**config.mk**
```make
export PLATFORM = sky130hd
export DESIGN_NAME = ubr_baud_gen
export DESIGN_NICKNAME = d
export VERILOG_FILES = /design/src/logic/ubr_pkg.sv /design/src/logic/ubr_baud_gen.sv
export VERILOG_INCLUDE_DIRS = /design/src /design/src/logic
export SDC_FILE = /design/constraint.sdc
export NUM_CORES = 1
export LEC_CHECK = 0
export ABC_AREA = 1
export BUFFER_PORTS_ARGS = -buffer_cell sky130_fd_sc_hd__clkbuf_2
export CORE_MARGIN = 1.5
export CORE_UTILIZATION = 59
export CTS_CLUSTER_DIAMETER = 100
export CTS_CLUSTER_SIZE = 40
export DETAILED_ROUTE_END_ITERATION = 8
export GPL_TIMING_DRIVEN = 1
export PLACE_DENSITY_LB_ADDON = 0.12
export SLEW_MARGIN = 20
export SYNTH_ARGS = -nofsm -noshare
export SYNTH_HDL_FRONTEND = slang
export SYNTH_SLANG_ARGS = --single-unit
```
**constraint.sdc**
```tcl
create_clock -name clk -period 2.8 [get_ports clk]
set_input_delay 0.56 -clock clk [delete_from_list [all_inputs] [get_ports clk]]
set_output_delay 0.56 -clock clk [all_outputs]
set_load 0.1 [all_outputs]
```
**src/logic/ubr_defines.svh**
```systemverilog
// Register offsets, field positions, reset values and divide counts for the baud generator
`ifndef UBR_DEFINES_SVH
`define UBR_DEFINES_SVH
`define UBR_ADDR_BAUD_CTRL 8'h9E
`define UBR_ADDR_FRAC_DIV 8'h9D
`define UBR_ADDR_SERIAL_BUF 8'h99
`define UBR_CTRL_ENABLE_BIT 7
`define UBR_CTRL_DIV_MSB 2
`define UBR_FRAC_MSB 5
`define UBR_CTRL_RESET 8'h00
`define UBR_FRAC_RESET 8'h00
`define UBR_DIV_MAX 3'h6
`define UBR_FRAC_OFFSET 15'h0040
`define UBR_ACC_STEP 15'h0004
`define UBR_SHIFT_DIV 4'hB
`define UBR_FIX_DIV_SLOW 5'h1F
`define UBR_FIX_DIV_FAST 5'h0F
`define UBR_OVF_DIV_SLOW 5'h1F
`define UBR_OVF_DIV_FAST 5'h0F
`define UBR_T1_AUTORELOAD 4'h2
`endif

```
**src/logic/ubr_pkg.sv**
```systemverilog
// Types shared by the serial baud-rate generator
package ubr_pkg;
    typedef enum logic [1:0] {
        UBR_SHIFT = 2'b00,
        UBR_VAR8 = 2'b01,
        UBR_VAR9 = 2'b11,
        UBR_FIX9 = 2'b10
    } ubr_mode_e;

    typedef struct packed {
        logic rateEnable;
        logic [2:0] divider;
        logic [5:0] fracDiv;
        logic [14:0] fracAcc;
        logic [3:0] shiftCnt;
        logic [4:0] fixCnt;
        logic [1:0][4:0] ovfCnt;
        logic [7:0] t1Cnt;
        logic [15:0] t2Cnt;
        logic [2:0] rxdSync;
        logic rxdLevel;
        logic shiftRxReady;
        logic [7:0] readData;
        logic txStart;
        logic rxStart;
        logic txBitTick;
        logic rxBitTick;
        logic nineBitFrame;
        logic shiftRegisterMode;
    } ubr_state_s;
endpackage

```
**src/logic/ubr_baud_gen.sv**
```systemverilog
// Serial port baud-rate generation and transfer start
// Function
// [RULE1] Two mode bits pick shift mode, 8-bit variable, 9-bit fixed, 9-bit variable.
// [RULE2] Mode 3 frames like mode 2 but takes the variable timer rate.
// [RULE3] Any write to the serial data buffer starts a transmission.
// [RULE4] Shift mode receives only while receive flag low and receive enable high.
// [RULE5] Modes 1-3 receive on a detected start bit when receive enabled.
// [RULE6] Shift mode rate is core clock over 12, nothing else matters.
// [RULE7] Mode 2 rate is core over 32, or over 16 with doubling set; the code keeps 32 while the dedicated enable is set.
// [RULE8] Variable modes use timer 1 or 2 overflows, chosen per direction.
// [RULE9] Timer 1 rate is overflow rate times two-to-doubling over 32.
// [RULE10] Software keeps timer 1 interrupt off; timer may run any mode.
// [RULE11] Timer 1 auto-reload gives two-to-doubling/32 times core over 256-minus-reload.
// [RULE12] Timer 2 source gives one bit per 16 overflows.
// [RULE13] Timer 2 reloads from its 16-bit pair; rate core/(16*(65536-reload)).
// [RULE14] Timer 2 transmit/receive selects put timer 2 in rate mode per direction.
// [RULE15] Dedicated-rate enable uses the dedicated timer, ignoring doubling and selects.
// [RULE16] With dedicated enable clear, conventional mode sources set the rate.
// [RULE17] Three-bit divider field takes values 0 through 6.
// [RULE18] Dedicated rate is 2*core over 2^(div-1) times (fraction+64).
// [RULE19] Software picks divider as floor of log2(core/(16*rate)).
// [RULE20] Software picks fraction as 2*core/(2^(div-1)*rate) minus 64, rounded.
// [RULE21] Dedicated timer covers 12 to 393216 bps within 0.8 percent.
// [RULE22] Control bits 6 to 3 are unimplemented; writes to them do nothing.
`include "ubr_defines.svh"
`timescale 1ns/1ps
`default_nettype none

module ubr_baud_gen (
    input wire logic clk,
    input wire logic rst_n,
    input wire logic [7:0] sfrAddr,
    input wire logic sfrWrite,
    input wire logic [7:0] sfrWriteData,
    output logic [7:0] sfrReadData,
    input wire logic modeSelectHigh,
    input wire logic modeSelectLow,
    input wire logic rateDoublingBit,
    input wire logic receiveEnable,
    input wire logic receiveDoneFlag,
    input wire logic rxBusy,
    input wire logic rxdPin,
    input wire logic [3:0] timerModeHigh,
    input wire logic [7:0] timer1ReloadHigh,
    input wire logic timer1Overflow,
    input wire logic timer2TxClockSelect,
    input wire logic timer2RxClockSelect,
    input wire logic [7:0] timer2ReloadHigh,
    input wire logic [7:0] timer2ReloadLow,
    output logic txStart,
    output logic rxStart,
    output logic txBitTick,
    output logic rxBitTick,
    output logic nineBitFrame,
    output logic shiftRegisterMode
);
    import ubr_pkg::*;

    localparam ubr_state_s RESET_STATE = '{
        rateEnable: 1'b0,
        divider: 3'(`UBR_CTRL_RESET),
        fracDiv: 6'(`UBR_FRAC_RESET),
        rxdSync: 3'h7,
        rxdLevel: 1'b1,
        default: '0
    };

    function automatic logic sfrHit(input logic [7:0] addr, input logic [7:0] target);
        sfrHit = (addr == target);
    endfunction

    ubr_state_s st;
    ubr_state_s next_st;
    ubr_mode_e mode;
    logic t1AutoReload;
    logic t1Ovf;
    logic t2Ovf;
    logic t2Running;
    logic shiftTick;
    logic fixTick;
    logic fracTick;
    logic rxdFall;
    logic shiftRxCond;
    logic [1:0] dirSel;
    logic [1:0] ovfEvent;
    logic [1:0] ovfTick;
    logic [1:0] dirTick;
    logic [4:0] ovfLimit;
    logic [4:0] fixLimit;
    logic [14:0] fracLimit;
    logic [14:0] accNext;

    // [RULE1] mode decode
    assign mode = ubr_mode_e'({modeSelectHigh, modeSelectLow});

    always_comb begin
        next_st = st;

        // [RULE17] divider clamp
        // [RULE22] bits 6..3 dropped
        if (sfrWrite && sfrHit(sfrAddr, `UBR_ADDR_BAUD_CTRL)) begin
            next_st.rateEnable = sfrWriteData[`UBR_CTRL_ENABLE_BIT];
            if (sfrWriteData[`UBR_CTRL_DIV_MSB:0] > `UBR_DIV_MAX) begin
                next_st.divider = `UBR_DIV_MAX;
            end else begin
                next_st.divider = sfrWriteData[`UBR_CTRL_DIV_MSB:0];
            end
        end
        if (sfrWrite && sfrHit(sfrAddr, `UBR_ADDR_FRAC_DIV)) begin
            next_st.fracDiv = sfrWriteData[`UBR_FRAC_MSB:0];
        end

        // Unimplemented bits and unknown addresses read back as zero
        if (sfrHit(sfrAddr, `UBR_ADDR_BAUD_CTRL)) begin
            next_st.readData = {st.rateEnable, 4'h0, st.divider};
        end else if (sfrHit(sfrAddr, `UBR_ADDR_FRAC_DIV)) begin
            next_st.readData = {2'b00, st.fracDiv};
        end else begin
            next_st.readData = 8'h00;
        end

        // [RULE3] transmit on buffer write
        next_st.txStart = sfrWrite && sfrHit(sfrAddr, `UBR_ADDR_SERIAL_BUF);

        // Three-stage pin sync; level moves only when stages two and three agree
        next_st.rxdSync = {st.rxdSync[1:0], rxdPin};
        rxdFall = 1'b0;
        if (st.rxdSync[1] == st.rxdSync[2]) begin
            next_st.rxdLevel = st.rxdSync[2];
            rxdFall = st.rxdLevel && !st.rxdSync[2];
        end

        // [RULE4] shift-mode receive gate
        shiftRxCond = (mode == UBR_SHIFT) && receiveEnable && !receiveDoneFlag && !rxBusy;
        next_st.shiftRxReady = shiftRxCond;
        // [RULE5] start-bit receive
        if (mode == UBR_SHIFT) begin
            next_st.rxStart = shiftRxCond && !st.shiftRxReady;
        end else begin
            next_st.rxStart = rxdFall && receiveEnable && !rxBusy;
        end

        // [RULE6] fixed divide by 12
        shiftTick = (st.shiftCnt == `UBR_SHIFT_DIV);
        next_st.shiftCnt = shiftTick ? 4'h0 : st.shiftCnt + 4'h1;

        // [RULE7] mode 2 divide by 32 or 16
        // [RULE15] doubling ignored when dedicated timer on
        fixLimit = (rateDoublingBit && !st.rateEnable) ? `UBR_FIX_DIV_FAST : `UBR_FIX_DIV_SLOW;
        fixTick = (st.fixCnt >= fixLimit);
        next_st.fixCnt = fixTick ? 5'h00 : st.fixCnt + 5'h01;

        // [RULE11] timer 1 eight-bit auto-reload at core rate
        t1AutoReload = (timerModeHigh == `UBR_T1_AUTORELOAD);
        t1Ovf = 1'b0;
        if (t1AutoReload) begin
            if (st.t1Cnt == 8'hFF) begin
                next_st.t1Cnt = timer1ReloadHigh;
                t1Ovf = 1'b1;
            end else begin
                next_st.t1Cnt = st.t1Cnt + 8'h01;
            end
        end else begin
            // Other timer 1 modes run outside; their overflow pulse is used as is
            t1Ovf = timer1Overflow;
        end

        // [RULE13] timer 2 sixteen-bit reload
        // [RULE14] selects start rate mode
        t2Running = (timer2TxClockSelect || timer2RxClockSelect) && !st.rateEnable;
        t2Ovf = 1'b0;
        if (t2Running) begin
            if (st.t2Cnt == 16'hFFFF) begin
                next_st.t2Cnt = {timer2ReloadHigh, timer2ReloadLow};
                t2Ovf = 1'b1;
            end else begin
                next_st.t2Cnt = st.t2Cnt + 16'h0001;
            end
        end

        // [RULE8] per-direction timer choice
        // [RULE14] tx and rx selects independent
        dirSel = {timer2RxClockSelect, timer2TxClockSelect};
        for (int d = 0; d < 2; d++) begin
            ovfEvent[d] = dirSel[d] ? t2Ovf : t1Ovf;
            // [RULE9] timer 1 divide 32 or 16
            // [RULE12] timer 2 divide 16
            if (dirSel[d] || rateDoublingBit) begin
                ovfLimit = `UBR_OVF_DIV_FAST;
            end else begin
                ovfLimit = `UBR_OVF_DIV_SLOW;
            end
            ovfTick[d] = 1'b0;
            if (ovfEvent[d]) begin
                if (st.ovfCnt[d] >= ovfLimit) begin
                    next_st.ovfCnt[d] = 5'h00;
                    ovfTick[d] = 1'b1;
                end else begin
                    next_st.ovfCnt[d] = st.ovfCnt[d] + 5'h01;
                end
            end
        end

        // [RULE18] fractional accumulator, period (frac+64)*2^div/4 clocks
        // [RULE21] exact average rate over the full range
        fracLimit = (`UBR_FRAC_OFFSET + {9'h000, st.fracDiv}) << st.divider;
        accNext = st.fracAcc + `UBR_ACC_STEP;
        fracTick = 1'b0;
        if (!st.rateEnable) begin
            next_st.fracAcc = 15'h0000;
        end else if (accNext >= fracLimit) begin
            next_st.fracAcc = accNext - fracLimit;
            fracTick = 1'b1;
        end else begin
            next_st.fracAcc = accNext;
        end

        // [RULE16] conventional sources when dedicated off
        // [RULE15] dedicated timer overrides variable modes
        // [RULE2] mode 3 rate as mode 1
        for (int d = 0; d < 2; d++) begin
            case (mode)
                UBR_SHIFT: dirTick[d] = shiftTick;
                UBR_FIX9: dirTick[d] = fixTick;
                UBR_VAR8, UBR_VAR9: dirTick[d] = st.rateEnable ? fracTick : ovfTick[d];
                default: dirTick[d] = 1'b0;
            endcase
        end
        next_st.txBitTick = dirTick[0];
        next_st.rxBitTick = dirTick[1];

        // [RULE2] nine-bit framing in modes 2 and 3
        next_st.nineBitFrame = (mode == UBR_FIX9) || (mode == UBR_VAR9);
        next_st.shiftRegisterMode = (mode == UBR_SHIFT);
    end

    always_ff @(posedge clk or negedge rst_n) begin
        if (!rst_n) begin
            st <= RESET_STATE;
        end else begin
            st <= next_st;
        end
    end

    assign sfrReadData = st.readData;
    assign txStart = st.txStart;
    assign rxStart = st.rxStart;
    assign txBitTick = st.txBitTick;
    assign rxBitTick = st.rxBitTick;
    assign nineBitFrame = st.nineBitFrame;
    assign shiftRegisterMode = st.shiftRegisterMode;
endmodule // ubr_baud_gen

`default_nettype wire

```
After elaboration in Yosys (flattened, before gate mapping):

Cells that the tools add are included.

* memory bits (read-only): 0
* input port bits: 57
* memories: 0
* logic and storage cells: 100
* bits in latches: 0
* register bits after elaboration: 87
* output and inout bits: 14
* memory bits (writable): 0

* multipliers: 0
* muxes and demuxes: 31
* shift-type cells: 1
* reductions and logical operators: 23
* bitwise gates (word level): 0
* eq/ne operators: 11
* $lt $le $gt $ge: 5
* $add $sub $neg: 9
* divide/modulo/power cells: 0

Operators by type and width (count)
* 8-bit == test, second input constant: 4
* 15-bit 2-to-1 mux: 2
* 5-bit 2-to-1 mux: 6
* 16-bit by 1-bit adder with 16-bit output, second input constant: 1
* 16-bit == test, second input constant: 1
* 16-bit 2-to-1 mux: 1
* 8-bit 2-to-1 mux: 2
* 15-bit by 3-bit adder with 15-bit output, second input constant: 1
* 5-bit by 1-bit adder with 5-bit output, second input constant: 3
* 15-bit greater-or-equal comparator: 1
* 5-bit greater-or-equal comparator: 3
* 1-bit 2-to-1 mux: 15
* 8-bit by 3-bit left shift with 15-bit output: 1
* 15-bit subtractor: 1
* 1-bit logical AND: 12
* 7-bit by 6-bit adder with 8-bit output, first input constant: 1
* 8-bit by 1-bit adder with 8-bit output, second input constant: 1
* 6-bit 2-to-1 mux: 1
* 1-bit case mux with 3 select lines: 2
* 1-bit logical NOT: 5
* 4-bit by 1-bit adder with 4-bit output, second input constant: 1
* 2-bit == test, second input constant: 2
* 4-bit by 2-bit == test with 1-bit output, second input constant: 1
* 4-bit == test, second input constant: 1
* 8 further kinds: 11

Depth between registers and ports, before layout:

* word-level depth: 7
* gate-level depth with buffers: 20
* gate-level depth less buffers: 19

Worst setup path after synthesis:

Ideal clock, no wire load.

* path type: register to register
* from: register st[83] (netlist name)
* to: register st[74] (netlist name)
* cell stages (with the launch flop): 18
* library setup time: 131 ps
* arrival time: 2307 ps
* buffers on the path: 2
* clock period less this slack: 2438 ps
* path slack: 362 ps
* data required time: 2669 ps
* path through: dfrtp_1 buf_2 o21ai_0 mux2i_1 or2_2 ha_1 nand2_1 inv_1 nand2_1 nor2_1 nand2_1 nand3_1 nand2_2 nand2_2 buf_6 nand2_1 nand2_1 nor2_1

RTL lines
* from (decl): RTL line ubr_baud_gen.sv:72 `ubr_state_s st;`
* from (signal assigned): RTL line ubr_baud_gen.sv:241 `st <= next_st;`

==> results_dict.tcl <==
set metrics [dict create \
    status "finished clean" \
    cap_violations 0 \
    firstDrtPassIters 5 \
    r2r_setup_slack_ns 0.12 \
    wire_per_inst_um 12.8 \
    clk_latency_ns 0.36 \
    cpMostUsedCell "nor2_1" \
    regArea_mm2 0.00216 \
    synthesis.area_mm2 0.00576 \
    power_leakage_nw 3.59 \
    synthArstFlopShare 1.00 \
    ys_seq_elements 86 \
    reg2reg_depth 17 \
    core_mm2 0.00933 \
    cts_tree "yes" \
    power.total_mw 5.60 \
    crit_arrival_ns 2.97 \
    period_minus_slack_ns 2.68 \
    ant_nets 0 \
    hold_path.class "in -> async" \
    ctsRootBufferMaster "clkbuf_8" \
    grt_max_degree 87 \
    final_cells 1038 \
    finalCritPeriodShare 0.957 \
    path_clk_slew_ns 0.09 \
    crit_path_start_kind "register" \
    grt_use_total 0.268 \
    layout_common_cells "nand2_1 (242), inv_1 (110), nor2_1 (83)" \
    cp-end-kind "register" \
    fin_setup_tns_ns 0 \
    h-tree-depth 3 \
    seq_area_frac_synth 0.375 \
    synth_cells 821 \
    antenna_found_initial 0 \
    synth_cell_types 47 \
    vias_per_cell 5.26 \
    synth-edff-count 0 \
    vdd_drop_max_v 0.000496 \
    maxSlewHeadroom 0.567 \
    maxSlewViolCount 0 \
    drc 0 \
    timing.hold.ws_ns 0.205 \
    routabilityCongestion 0.974 \
    dieArea_mm2 0.0104 \
    cts.sinks 86 \
    slowest_delay_ns 0.41 \
    path_cells "buf_4, o21ai_2, nand2_1, o21ai_2, nor2_1, a41oi_2, ha_1, buf_4, nand2_1, nor2_1, nand2_1, o21ai_2, nor2_4, nand2_4, inv_1, nor2_1, nor2_1" \
    clock.fmax_ghz 0.373 \
    synth_warnings 0 \
    overflow 0 \
    grt_pass1_vias 5164 \
    die_w_um 102 \
    num_rows 35 \
    powerDensity_mw_per_mm2 832 \
    crit_type "reg -> reg" \
    final-setup-viol-count 0 \
    cp_slowest_cell "dfrtp_2" \
    syn_nets 903 \
    drive_above_1_share 0.196 \
    syn_area_per_cell_um2 7.01 \
    routed_wl_um 13200 \
    numCtsBuffers 9 \
    grt_pass1_wl_um 22200 \
    dr_total_vias 5455 \
    multi_input_area_mm2 0.00324 \
    io_buffers 68 \
    fillers 812 \
    place_inst 1014 \
    required_ns 3.09 \
    r2r-start "st[83]" \
    start_util 0.617 \
    finClkSkew_ns 0.0111 \
    crit_fanout 7 \
    worstMarginPinSlew_ns 0.646 \
    antenna_cells 0 \
    r2r_end "st[65]" \
    cts_hold_buffers 0 \
    ioPinCount 71 \
    synth_top_cell_by_area "dfrtp_1" \
    clk_path_buf_depth 2 \
    ys.flop_type "dfrtp_1" \
    finalNetCount 986 \
    synthTopCellsByArea "dfrtp_1 (36%), nand2_1 (16%), inv_1 (7.5%), nor2_1 (5.6%), nand3_1 (5.3%)" \
    cp.buffers_inverters 3 \
    hold_viol 0 \
    drtIter0Drc 327 \
    synth_top_area_frac 0.357 \
    die_height_um 102 \
    syn_to_final_growth_pct 17.0 \
    final_common_cell "nand2_1" \
    post-route-util 0.722 \
    critPathTopFamily "simple AND/OR/NAND/NOR gates" \
    dp_hpwl_um 9780 \
]
## registers in the layout, indices dropped and copies added (netlist names)
| name | flops |
|---|---|
| st | 71 |
| sfrReadData | 7 |
| next_st | 2 |
| nineBitFrame | 1 |
| rxBitTick | 1 |
| rxStart | 1 |
| shiftRegisterMode | 1 |
| txBitTick | 1 |
| txStart | 1 |
## worst register-to-register path, stage by stage (launching register included)
cell	delay, ns
dfrtp_2	0.41
buf_4	0.17
o21ai_2	0.13
nand2_1	0.09
o21ai_2	0.08
nor2_1	0.07
a41oi_2	0.22
ha_1	0.32
buf_4	0.15
nand2_1	0.08
nor2_1	0.06
nand2_1	0.12
o21ai_2	0.08
nor2_4	0.19
nand2_4	0.08
inv_1	0.18
nor2_1	0.08
nor2_1	0.11
## where the power goes
group	internal (mW)	switching [mW]	leakage (nW)
combinational	1.23	1.78	2.46
sequential	1.52	0.262	1.05
clock	0.327	0.475	0.0793
total	3.08	2.52	3.59
## routing by layer
layer,routed length (um),vias to the layer above,global-route usage
li1,-,2771,-
met1,6050,2517,0.363
met5,0,-,0
met2,6380,146,0.444
met4,214,0,0.0908
met3,593,21,0.0359
## cells by family (layout without fill, tap and decap cells)
family	count (synthesis)	in the layout	synth area share
fa+ha+maj	25	25	0.0557
other cells	1	1	0.000652
flops	86	86	0.375
buf+inv	140	228	0.101
mux	1	1	0.00174
simple gates	444	444	0.332
xor+xnor	23	23	0.0350
compound gates	101	101	0.0991
## Yosys cell counts (5+ instances only)
library cell / n
a21oi_1: 29
a31oi_1: 5
buf_2: 5
buf_4: 11
clkbuf_1: 6
dfrtp_1: 82
ha_1: 24
inv_1: 115
nand2_1: 245
nand2_2: 7
nand3_1: 61
nand4_1: 10
nor2_1: 86
nor3_1: 8
o211ai_1: 5
o21ai_0: 42
or2_2: 5
xnor2_1: 10
xor2_1: 13
## per-stage QoR
step,setup slack (ns),cell area (um^2)
floorplan,0.362,5760
finish,0.119,6740
CTS,0.0164,6450
global placement,0.0878,6270
global route,-0.0701,6740
detailed placement,0.0347,6270
## worst max path at each step
stage,endpoint,start,cells past startpoint
floorplan,st[74],st[83],17
global placement,st[68],st[64],17
detailed placement,st[66],st[64],17
CTS,st[66],st[64],17
global route,st[68],st[64],18
finish,st[65],st[83],17
## final cells by class
type / instances / area share
clock inverters: 6 / 0.00669
multi-input cells: 595 / 0.481
clock buffers: 10 / 0.0189
inverters: 117 / 0.0652
well taps: 129 / 0.0240
flip-flops and latches: 86 / 0.320
repair buffers: 95 / 0.0836
## what timing repair did
action / 4_1_cts / 5_1_grt
setup buffers: 0 / 8
setup endpoints to repair: 0 / 17
gates resized for setup: 0 / 55
Power figures use the tool's default switching activity.
